==> config.mk <==
export PLATFORM = sky130hd
export DESIGN_NAME = cprs_sequencer
export DESIGN_NICKNAME = d
export VERILOG_FILES = /design/src/hw/cprs_pkg.sv /design/src/hw/cprs_sync3.sv /design/src/hw/cprs_row_ring.sv /design/src/hw/cprs_sequencer.sv
export SDC_FILE = /design/constraint.sdc
export NUM_CORES = 1
export LEC_CHECK = 0
export BUFFER_PORTS_ARGS = -buffer_cell sky130_fd_sc_hd__buf_2
export CAP_MARGIN = 20
export CELL_PAD_IN_SITES_DETAIL_PLACEMENT = 2
export CELL_PAD_IN_SITES_GLOBAL_PLACEMENT = 2
export CORE_MARGIN = 1
export CORE_UTILIZATION = 32
export CTS_CLUSTER_DIAMETER = 40
export DETAILED_ROUTE_END_ITERATION = 10
export PLACE_DENSITY_LB_ADDON = 0.1
export SYNTH_ARGS = -nofsm -noshare
export SYNTH_HDL_FRONTEND = slang
export SYNTH_HIERARCHICAL = 1
export SYNTH_SLANG_ARGS = --single-unit
==> constraint.sdc <==
create_clock -name clk -period 4.5 [get_ports clk]
set_input_delay 1.35 -clock clk [delete_from_list [all_inputs] [get_ports clk]]
set_output_delay 1.35 -clock clk [all_outputs]
set_load 0.02 [all_outputs]
==> src/hw/cprs_pkg.sv <==
// Package for the card punch/read sequencer: counts, reset values, stacker opcode.
// Assumes all users refer to names as cprs_pkg::name.
package cprs_pkg;
   localparam int                ROW_STAGES     = 6;
   localparam int                GROUP_WIDTH    = 4;
   localparam int                REV_WIDTH      = 2;
   localparam logic [1:0]        REV_RESET      = 2'h0;
   localparam logic [1:0]        REV_ONE        = 2'h1;
   localparam logic [1:0]        REV_TWO        = 2'h2;
   localparam logic [1:0]        REV_THREE      = 2'h3;
   localparam logic [3:0]        GROUP_RESET    = 4'h0;
   localparam logic [3:0]        GROUP_ONE      = 4'h1;
   localparam logic [3:0]        GROUP_PUNCH_FIRST = 4'h2;
   localparam logic [3:0]        GROUP_PUNCH_END = 4'h6;
   localparam logic [3:0]        GROUP_READ_END = 4'hA;
   localparam logic [5:0]        ROW_ONE        = 6'h01;
   localparam logic [5:0]        ROW_RESET      = 6'h00;
   localparam logic [5:0]        STACKER_OPCODE = 6'h39;
endpackage

==> src/hw/cprs_sync3.sv <==
// Three-stage synchroniser; output changes once stages two and three agree.
// Assumes the input is asynchronous to clk.
module cprs_sync3 (
   input  wire logic clk,
   input  wire logic resetn,
   input  wire logic din,
   output logic      dout
);
   logic s1_r;
   logic s2_r;
   logic s3_r;

   always_ff @(posedge clk) begin
      if (!resetn) begin
         s1_r <= 1'b0;
         s2_r <= 1'b0;
         s3_r <= 1'b0;
         dout <= 1'b0;
      end else begin
         s1_r <= din;
         s2_r <= s1_r;
         s3_r <= s2_r;
         if (s2_r == s3_r) begin
            dout <= s3_r;
         end
      end
   end
endmodule

==> src/hw/cprs_row_ring.sv <==
// Six-stage row ring with field flag; one-hot, last stage feeds the first.
// Assumes step and preset are single-cycle pulses on clk.
module cprs_row_ring #(
   parameter int STAGES = cprs_pkg::ROW_STAGES
) (
   input  wire logic              clk,
   input  wire logic              resetn,
   input  wire logic              presetOne,
   input  wire logic              fieldRestore,
   input  wire logic              step,
   output logic [STAGES-1:0]      ring_r,
   output logic                   lowerField_r
);
   wire lastTap = ring_r[STAGES-1];
   wire wrapNow = step && lastTap;

   if (STAGES < 2) begin : gBadStages
      $error("Row ring needs at least two stages");
   end

   always_ff @(posedge clk) begin
      if (!resetn) begin
         ring_r <= STAGES'(1);
      end else if (presetOne) begin
         ring_r <= STAGES'(1);
      end else if (step) begin
         ring_r <= {ring_r[STAGES-2:0], lastTap};
      end
   end

   always_ff @(posedge clk) begin
      if (!resetn) begin
         lowerField_r <= 1'b0;
      end else if (fieldRestore) begin
         lowerField_r <= 1'b0;
      end else if (wrapNow) begin
         lowerField_r <= !lowerField_r;
      end
   end
endmodule

==> src/hw/cprs_sequencer.sv <==
// Card punch/read sequencer: revolution, row and column-group counters,
// punch start synchroniser, end-of-setup detector and stacker select.
// Assumes word/pulse timing strobes arrive as one-cycle enables on clk;
// only the cam pulse is asynchronous. General clear is resetn.

module cprs_sequencer (
   input  wire logic        clk,
   input  wire logic        resetn,
   input  wire logic        pulseTime,
   input  wire logic        rawCamAnglePulse,
   input  wire logic        alternateWordPhase,
   input  wire logic        interlockSet,
   input  wire logic        revolutionEnd,
   input  wire logic        xSentinel,
   input  wire logic        rowsDoneSentinel,
   input  wire logic        punchShiftSet,
   input  wire logic        readerControlSet,
   input  wire logic        head1WriteRestore,
   input  wire logic        capacitorsReady,
   input  wire logic        readActive,
   input  wire logic        keyboardMode,
   input  wire logic        keyboardGroupStep,
   input  wire logic [5:0]  opcode,
   input  wire logic        opcodeValid,
   output logic             setupStartDirect_r,
   output logic             setupStartStored_r,
   output logic             punchSetup_r,
   output logic             interlock3_r,
   output logic             goCycle_r,
   output logic             stackerOne_r,
   output logic             readOutEnable_r,
   output logic             marginCountTwo_r,
   output logic             columnDriveReset_r,
   output logic             groupStepPulse_r,
   output logic             evenGroupFlag_r,
   output logic             oddGroupFlag_r,
   output logic [3:0]       groupCount_r,
   output logic [5:0]       rowTaps_r,
   output logic             upperFieldFlag_r,
   output logic             lowerFieldFlag_r,
   output logic [11:0]      rowTransferStrobe_r,
   output logic             capacitorEnergize_r,
   output logic             setupDone_r,
   output logic             punchGateActive_r
);
   logic [1:0] revCount_r;
   logic [1:0] revCount_nxt;
   logic [3:0] groupCount_nxt;
   logic       camLatch_r;
   logic       camSync_r;
   logic       syncDelay_r;
   logic       finalStore_r;
   logic       xStored_r;
   logic [5:0] ring;
   logic       lowerField;

   function automatic logic [3:0] groupInc(input logic [3:0] g, input logic [3:0] last);
      groupInc = (g == last) ? cprs_pkg::GROUP_ONE : 4'(g + 4'h1);
   endfunction

   // Cam pulse is from the mechanism, so it is synchronised first
   wire camSynced;

   cprs_sync3 camSyncer (
      .clk    (clk),
      .resetn (resetn),
      .din    (rawCamAnglePulse),
      .dout   (camSynced)
   );

   // Revolution decodes
   wire revOne   = revCount_r == cprs_pkg::REV_ONE;
   wire revTwo   = revCount_r == cprs_pkg::REV_TWO;
   wire revThree = revCount_r == cprs_pkg::REV_THREE;

   // Punch-setup entry: direct (cam while interlocked) or stored (cam seen earlier)
   wire startDirect = pulseTime && interlock3_r && camSync_r && !punchSetup_r;
   wire startStored = pulseTime && interlock3_r && finalStore_r && !punchSetup_r
                      && !startDirect;
   wire setupStart  = startDirect || startStored;
   // Preset on entry to revolution one only; a held preset blocks shift steps
   wire groupAtReset = groupCount_r == cprs_pkg::GROUP_RESET;
   wire groupPreset = pulseTime && punchSetup_r && revOne && groupAtReset;
   wire groupClear  = pulseTime && punchSetup_r && revThree;
   // Set once per third revolution, so the row-step restore sticks
   wire driveResetSet = groupClear && !groupAtReset;
   wire rowStepPunch = pulseTime && punchSetup_r && xSentinel && revThree;
   wire endSetup    = pulseTime && punchSetup_r && xStored_r && rowsDoneSentinel
                      && revThree && ring[0] && !lowerField;
   wire readStep    = pulseTime && readActive && head1WriteRestore;
   wire groupAtTen  = groupCount_r == cprs_pkg::GROUP_READ_END;
   wire rowPresetRead = pulseTime && readActive && readerControlSet;
   wire rowStepRead = readStep && groupAtTen;
   // Keyboard step counts only in keyboard mode
   wire kbStep      = pulseTime && keyboardMode && keyboardGroupStep;
   wire groupStepPunch = pulseTime && punchSetup_r && punchShiftSet && !groupClear;
   wire groupAdvance = groupStepPunch || readStep || kbStep;
   wire stackerDecode = opcodeValid && (opcode == cprs_pkg::STACKER_OPCODE);
   wire stackerRelease = pulseTime && goCycle_r && revolutionEnd;
   // Punch transfer uses groups two to six; count runs one step ahead
   wire punchWindow = (groupCount_nxt >= cprs_pkg::GROUP_PUNCH_FIRST)
                      && (groupCount_nxt <= cprs_pkg::GROUP_PUNCH_END);
   wire groupEvenNxt = (groupCount_nxt != cprs_pkg::GROUP_RESET) && !groupCount_nxt[0];
   wire groupOddNxt  = groupCount_nxt[0];
   wire [11:0] rowStrobeNxt = lowerField ? {ring, 6'h00} : {6'h00, ring};

   // Revolution counter
   always_comb begin
      revCount_nxt = revCount_r;
      if (endSetup) begin
         revCount_nxt = cprs_pkg::REV_RESET;
      end else if (setupStart) begin
         revCount_nxt = cprs_pkg::REV_TWO;
      end else if (pulseTime && punchSetup_r && revolutionEnd) begin
         revCount_nxt = (revThree) ? cprs_pkg::REV_ONE : 2'(revCount_r + 2'h1);
      end
   end

   // Column-group counter
   always_comb begin
      groupCount_nxt = groupCount_r;
      if (rowPresetRead) begin
         groupCount_nxt = cprs_pkg::GROUP_ONE;
      end else if (groupClear) begin
         groupCount_nxt = cprs_pkg::GROUP_RESET;
      end else if (groupPreset) begin
         groupCount_nxt = cprs_pkg::GROUP_ONE;
      end else if (groupAdvance) begin
         groupCount_nxt = groupInc(groupCount_r, cprs_pkg::GROUP_READ_END);
      end
   end

   // Revolution and group counters move only on pulse timing, defined on clear
   always_ff @(posedge clk) begin
      if (!resetn) begin
         revCount_r   <= cprs_pkg::REV_RESET;
         groupCount_r <= cprs_pkg::GROUP_RESET;
      end else begin
         revCount_r   <= revCount_nxt;
         groupCount_r <= groupCount_nxt;
      end
   end

   // Cam latch: set wins over the delayed clear
   always_ff @(posedge clk) begin
      if (!resetn) begin
         camLatch_r  <= 1'b0;
         camSync_r   <= 1'b0;
         syncDelay_r <= 1'b0;
      end else if (pulseTime) begin
         camLatch_r  <= camSynced || (camLatch_r && !syncDelay_r);
         camSync_r   <= camLatch_r && !alternateWordPhase;
         syncDelay_r <= camSync_r;
      end
   end

   // Final-store flag lets the first punch start without a cam pulse
   always_ff @(posedge clk) begin
      if (!resetn) begin
         finalStore_r <= 1'b1;
      end else if (pulseTime) begin
         if (punchSetup_r) begin
            finalStore_r <= 1'b0;
         end else if (camSync_r && !interlock3_r) begin
            finalStore_r <= 1'b1;
         end
      end
   end

   // Setup and interlock; a fresh interlock set beats the end restore
   always_ff @(posedge clk) begin
      if (!resetn) begin
         punchSetup_r <= 1'b0;
         interlock3_r <= 1'b0;
      end else if (pulseTime) begin
         if (endSetup) begin
            punchSetup_r <= 1'b0;
            interlock3_r <= interlockSet;
         end else begin
            punchSetup_r <= punchSetup_r || setupStart;
            interlock3_r <= interlock3_r || interlockSet;
         end
      end
   end

   // Go flag and stored X sentinel
   always_ff @(posedge clk) begin
      if (!resetn) begin
         goCycle_r <= 1'b0;
         xStored_r <= 1'b0;
      end else if (pulseTime) begin
         goCycle_r <= endSetup || (goCycle_r && !setupStart);
         if (setupStart) begin
            xStored_r <= 1'b0;
         end else if (xSentinel && punchSetup_r) begin
            xStored_r <= 1'b1;
         end
      end
   end

   // One-cycle pulses
   always_ff @(posedge clk) begin
      if (!resetn) begin
         setupStartDirect_r <= 1'b0;
         setupStartStored_r <= 1'b0;
         groupStepPulse_r   <= 1'b0;
         setupDone_r        <= 1'b0;
      end else begin
         setupStartDirect_r <= startDirect;
         setupStartStored_r <= startStored;
         groupStepPulse_r   <= groupAdvance;
         setupDone_r        <= endSetup;
      end
   end

   // Stacker relay; a select in the release cycle still wins
   always_ff @(posedge clk) begin
      if (!resetn) begin
         stackerOne_r <= 1'b0;
      end else if (stackerDecode) begin
         stackerOne_r <= 1'b1;
      end else if (stackerRelease) begin
         stackerOne_r <= 1'b0;
      end
   end

   // Revolution decodes and column-drive reset
   always_ff @(posedge clk) begin
      if (!resetn) begin
         readOutEnable_r    <= 1'b0;
         marginCountTwo_r   <= 1'b0;
         columnDriveReset_r <= 1'b0;
      end else begin
         readOutEnable_r  <= punchSetup_r && revOne;
         marginCountTwo_r <= revTwo;
         if (driveResetSet) begin
            columnDriveReset_r <= 1'b1;
         end else if (rowStepPunch) begin
            columnDriveReset_r <= 1'b0;
         end
      end
   end

   // Punch gate and capacitor energize
   always_ff @(posedge clk) begin
      if (!resetn) begin
         punchGateActive_r   <= 1'b0;
         capacitorEnergize_r <= 1'b0;
      end else begin
         punchGateActive_r   <= punchSetup_r && punchWindow;
         capacitorEnergize_r <= (readActive && capacitorsReady) || punchSetup_r
                                || setupStart;
      end
   end

   // Row ring; field flag restored only at setup start, so it stays upper after
   cprs_row_ring #(
      .STAGES (cprs_pkg::ROW_STAGES)
   ) rowRing (
      .clk          (clk),
      .resetn       (resetn),
      .presetOne    (setupStart || rowPresetRead),
      .fieldRestore (setupStart),
      .step         (rowStepPunch || rowStepRead),
      .ring_r       (ring),
      .lowerField_r (lowerField)
   );

   // Decodes registered so every output is a flip-flop
   always_ff @(posedge clk) begin
      if (!resetn) begin
         rowTaps_r           <= cprs_pkg::ROW_RESET;
         upperFieldFlag_r    <= 1'b1;
         lowerFieldFlag_r    <= 1'b0;
         rowTransferStrobe_r <= 12'h000;
         evenGroupFlag_r     <= 1'b0;
         oddGroupFlag_r      <= 1'b0;
      end else begin
         rowTaps_r        <= ring;
         upperFieldFlag_r <= !lowerField;
         lowerFieldFlag_r <= lowerField;
         rowTransferStrobe_r <= capacitorEnergize_r ? rowStrobeNxt : 12'h000;
         evenGroupFlag_r  <= groupEvenNxt;
         oddGroupFlag_r   <= groupOddNxt;
      end
   end
endmodule

==> metrics.cfg <==
[grt]
grt_max_degree=24
grt.overflow.total=0
grt_first_pass_wirelength_mm=9.252
grt_pass1_vias=1881
antenna_found_initial=0
grt_usage_pct=16.63

[sta]
fin_crit_ns=2.694
tns_ns=0
rsz0062_at_grt=false
final_hold_viol_count=0
drv_slew=0
max_slew_margin_pct=62.29
max_freq_ghz=0.3712
skew_ns=0.005870
finalSetupViolations=0
tightest_slew_ns=0.5605
finalCritPeriodShare_pct=59.86
setup_slack_ns=1.806

[synth]
synth_top_family_by_area=simple AND/OR/NAND/NOR gates
syn_avg_cell_area_sq_um=9.398
synth_mux_area_share_pct=2.815
synth_ff_type=dfxtp_1
synth_cell_types=44
syn-num-nets=253
synth-edff-count=0
synth-seq-cells=56
ys_seq_area_share_pct=52.55
yosys.area_share.simple_pct=24.52
synth_top_area_share_pct=52.55
synth-adder-area-share_pct=1.760
synth-compound-area-share_pct=13.31
synthTopCellsByArea=dfxtp_1 53%, and2_1 6.7%, nor2_1 4.9%
synthArstFlopShare_pct=0
synth_common_cells=56 x dfxtp_1, 28 x nor2_1, 23 x and2_1
yosysWarnings=6
netlist_instances=227
yosysTopAreaCell=dfxtp_1
syn_area_sq_um=2133
synth_xor_area_share_pct=0.4106
yosysMostFrequentCell=dfxtp_1

[power_and_ir_drop]
peakVddDrop_uv=130.7
p_switching_uw=211.1
seq_power_share_pct=60.2
clkPwrFrac_pct=32.2
p_sw_share_pct=24.85
p_per_area_nw_per_um2=331.5
pwr-share-comb_pct=7.6
internal-power_uw=638.4
p_leak_nw=1.122

[critical_path]
slowest_stage=or4_1
worstSetupPathType=primary input to flip-flop
worst_path_largest_cell_delay_ns=0.48
cp-start-kind=primary input
setup.worst_path.end_class=flip-flop
r2r_start=groupCount_r[0]
r2r_end=punchGateActive_r
worstRegToRegCells=5
cpMostUsedCell=nand2_1
crit_arrival_ns=2.89
critPathBufInv=1
crit_family=simple AND/OR/NAND/NOR gates
rrSetupSlack_ns=2.54
required_ns=4.70
worstPathCellList=buf_2 -> nand2_1 -> or4_1 -> nand2_1 -> nor2b_1 -> a211o_1
critPathMaxFanout=16

[worst_hold_path]
hold_depth=1
hold_end=camSyncer/s2_r
hp-start=camSyncer/s1_r
hold_path_class=flip-flop to flip-flop

[status]
outcome=finished, final reports clean

[route]
dr.first_iter.drc_count=62
drt_wl_total_mm=5.456
routed_via_density=4.945
wl_per_cell_um=15.03
dr.pass1.iters=4
vias=1795
drc_errors=0
ant_nets=0

[placed_design]
dp_cells=355
dp_slack_ns=1.495
gp_congestion=0.7464
place_hpwl_mm=4.056
place.port_buffers=61

[cts]
cts_resized=0
cts_setup_buffers=0
htree_levels=2
cts_root_buf=clkbuf_8
hold_buffers=0
clkLatencyLatePin_ns=0.31
clock-sinks=56
cts.clk_slew.worst_paths_ns=0.10
cts_made_buffers=5
clock_path_buffers=2
cts_tree=done

[floorplan]
die_h_um=83.65
io_pins=62
fp-row-count=29
initial_core_util_pct=33.41
core_sq_um=6386
die_w_um=83.65
dieArea_sq_um=6997

[layout]
fin_cells=363
area_delta_synth_final_pct=20.12
drive_gt1_share_pct=26.57
fin_nets=311
fillers=733
antenna_cells=0

[run]
maxCapViolations=0

routing by layer:
| layer | share of wire (%) | global-route usage (%) | routed length [um] |
|---|---|---|---|
| met1 | 46 | 21.07 | 2533 |
| met2 | 49 | 28.75 | 2653 |
| met3 | 3.8 | 3.165 | 208 |
| met4 | 1.1 | 4.622 | 60 |
| met5 | 0 | 0 | 0 |
area by class of cell:
type / instances / area (sq um) / area share [%]
multi-input cells: 151 / 913.4 / 35.64
well taps: 77 / 96.34 / 3.760
clock inverters: 2 / 16.27 / 0.6348
clock buffers: 6 / 72.57 / 2.832
flip-flops and latches: 56 / 1121 / 43.75
inverters: 10 / 37.54 / 1.465
repair buffers: 61 / 305.3 / 11.91
through the flow:
step	utilization (%)	power, mW	hold WS [ns]	instance area, sq um
detailed placement	38.73	0.5879	0.4291	2474
finish	40.13	0.8496	0.4460	2562
floorplan	-	0.5607	0.4118	2133
global placement	38.73	0.5869	0.4166	2474
global route	40.13	0.8952	0.4956	2562
CTS	40.13	0.8625	0.4541	2562
cells by family (layout without fill, tap and decap cells):
group                    after synthesis  in the layout
buffers and inverters                 20             79
flip-flops                            56             56
adder cells (fa/ha/maj)                3              3
AND/OR/NAND/NOR                       99             99
multiplexers                           6              6
AO/OA/AOI/OAI                         42             42
XOR/XNOR                               1              1
power groups by stage:
stage          clock [mW]  sequential [mW]  combinational (mW)
2_1_floorplan           0            0.525              0.0360
3_3_place_gp            0            0.523              0.0638
3_5_place_dp            0            0.523              0.0649
4_1_cts             0.286            0.512              0.0653
5_1_grt             0.310            0.513              0.0721
6_report            0.274            0.511              0.0644
how the worst max path moves through the flow:
stage                        end  slack (ns)  cells after the start      start
3_5_place_dp   rowRing/ring_r[0]        1.50                      6  pulseTime
2_1_floorplan  punchGateActive_r        2.02                      5  pulseTime
6_report       rowRing/ring_r[0]        1.81                      6  pulseTime
5_1_grt        rowRing/ring_r[0]        1.71                      6  pulseTime
3_3_place_gp   rowRing/ring_r[0]        1.55                      6  pulseTime
4_1_cts        rowRing/ring_r[0]        1.81                      6  pulseTime
cell usage in the layout, fill, tap and decap left out, types with 5 or more instances in the layout:
cell type  netlist  final
nand2_1         17     17
a22oi_1          5      5
dfxtp_1         56     56
o21ai_0          5      5
inv_1            9      9
nor2_1          28     28
nand3_1          5      5
nor4_1           5      5
buf_2            4     61
a21oi_1         12     12
and2_1          23     23
clkbuf_8         0      5
mux2i_1          6      6
registers in the layout, indices dropped and copies added, names as in the netlist, 2 cells and up:
| register | flops |
|---|---|
| rowRing/ring_r | 6 |
| groupCount_r | 4 |
| rowTaps_r | 6 |
| rowTransferStrobe_r | 12 |
| revCount_r | 2 |
worst register-to-register path, stage by stage, from the launching register on:
cell,delay (ns)
dfxtp_1,0.62
nor4_1,0.18
a311o_1,0.42
a311o_1,0.33
a211o_1,0.25
a21oi_2,0.10
Power figures use the tool's default switching activity.
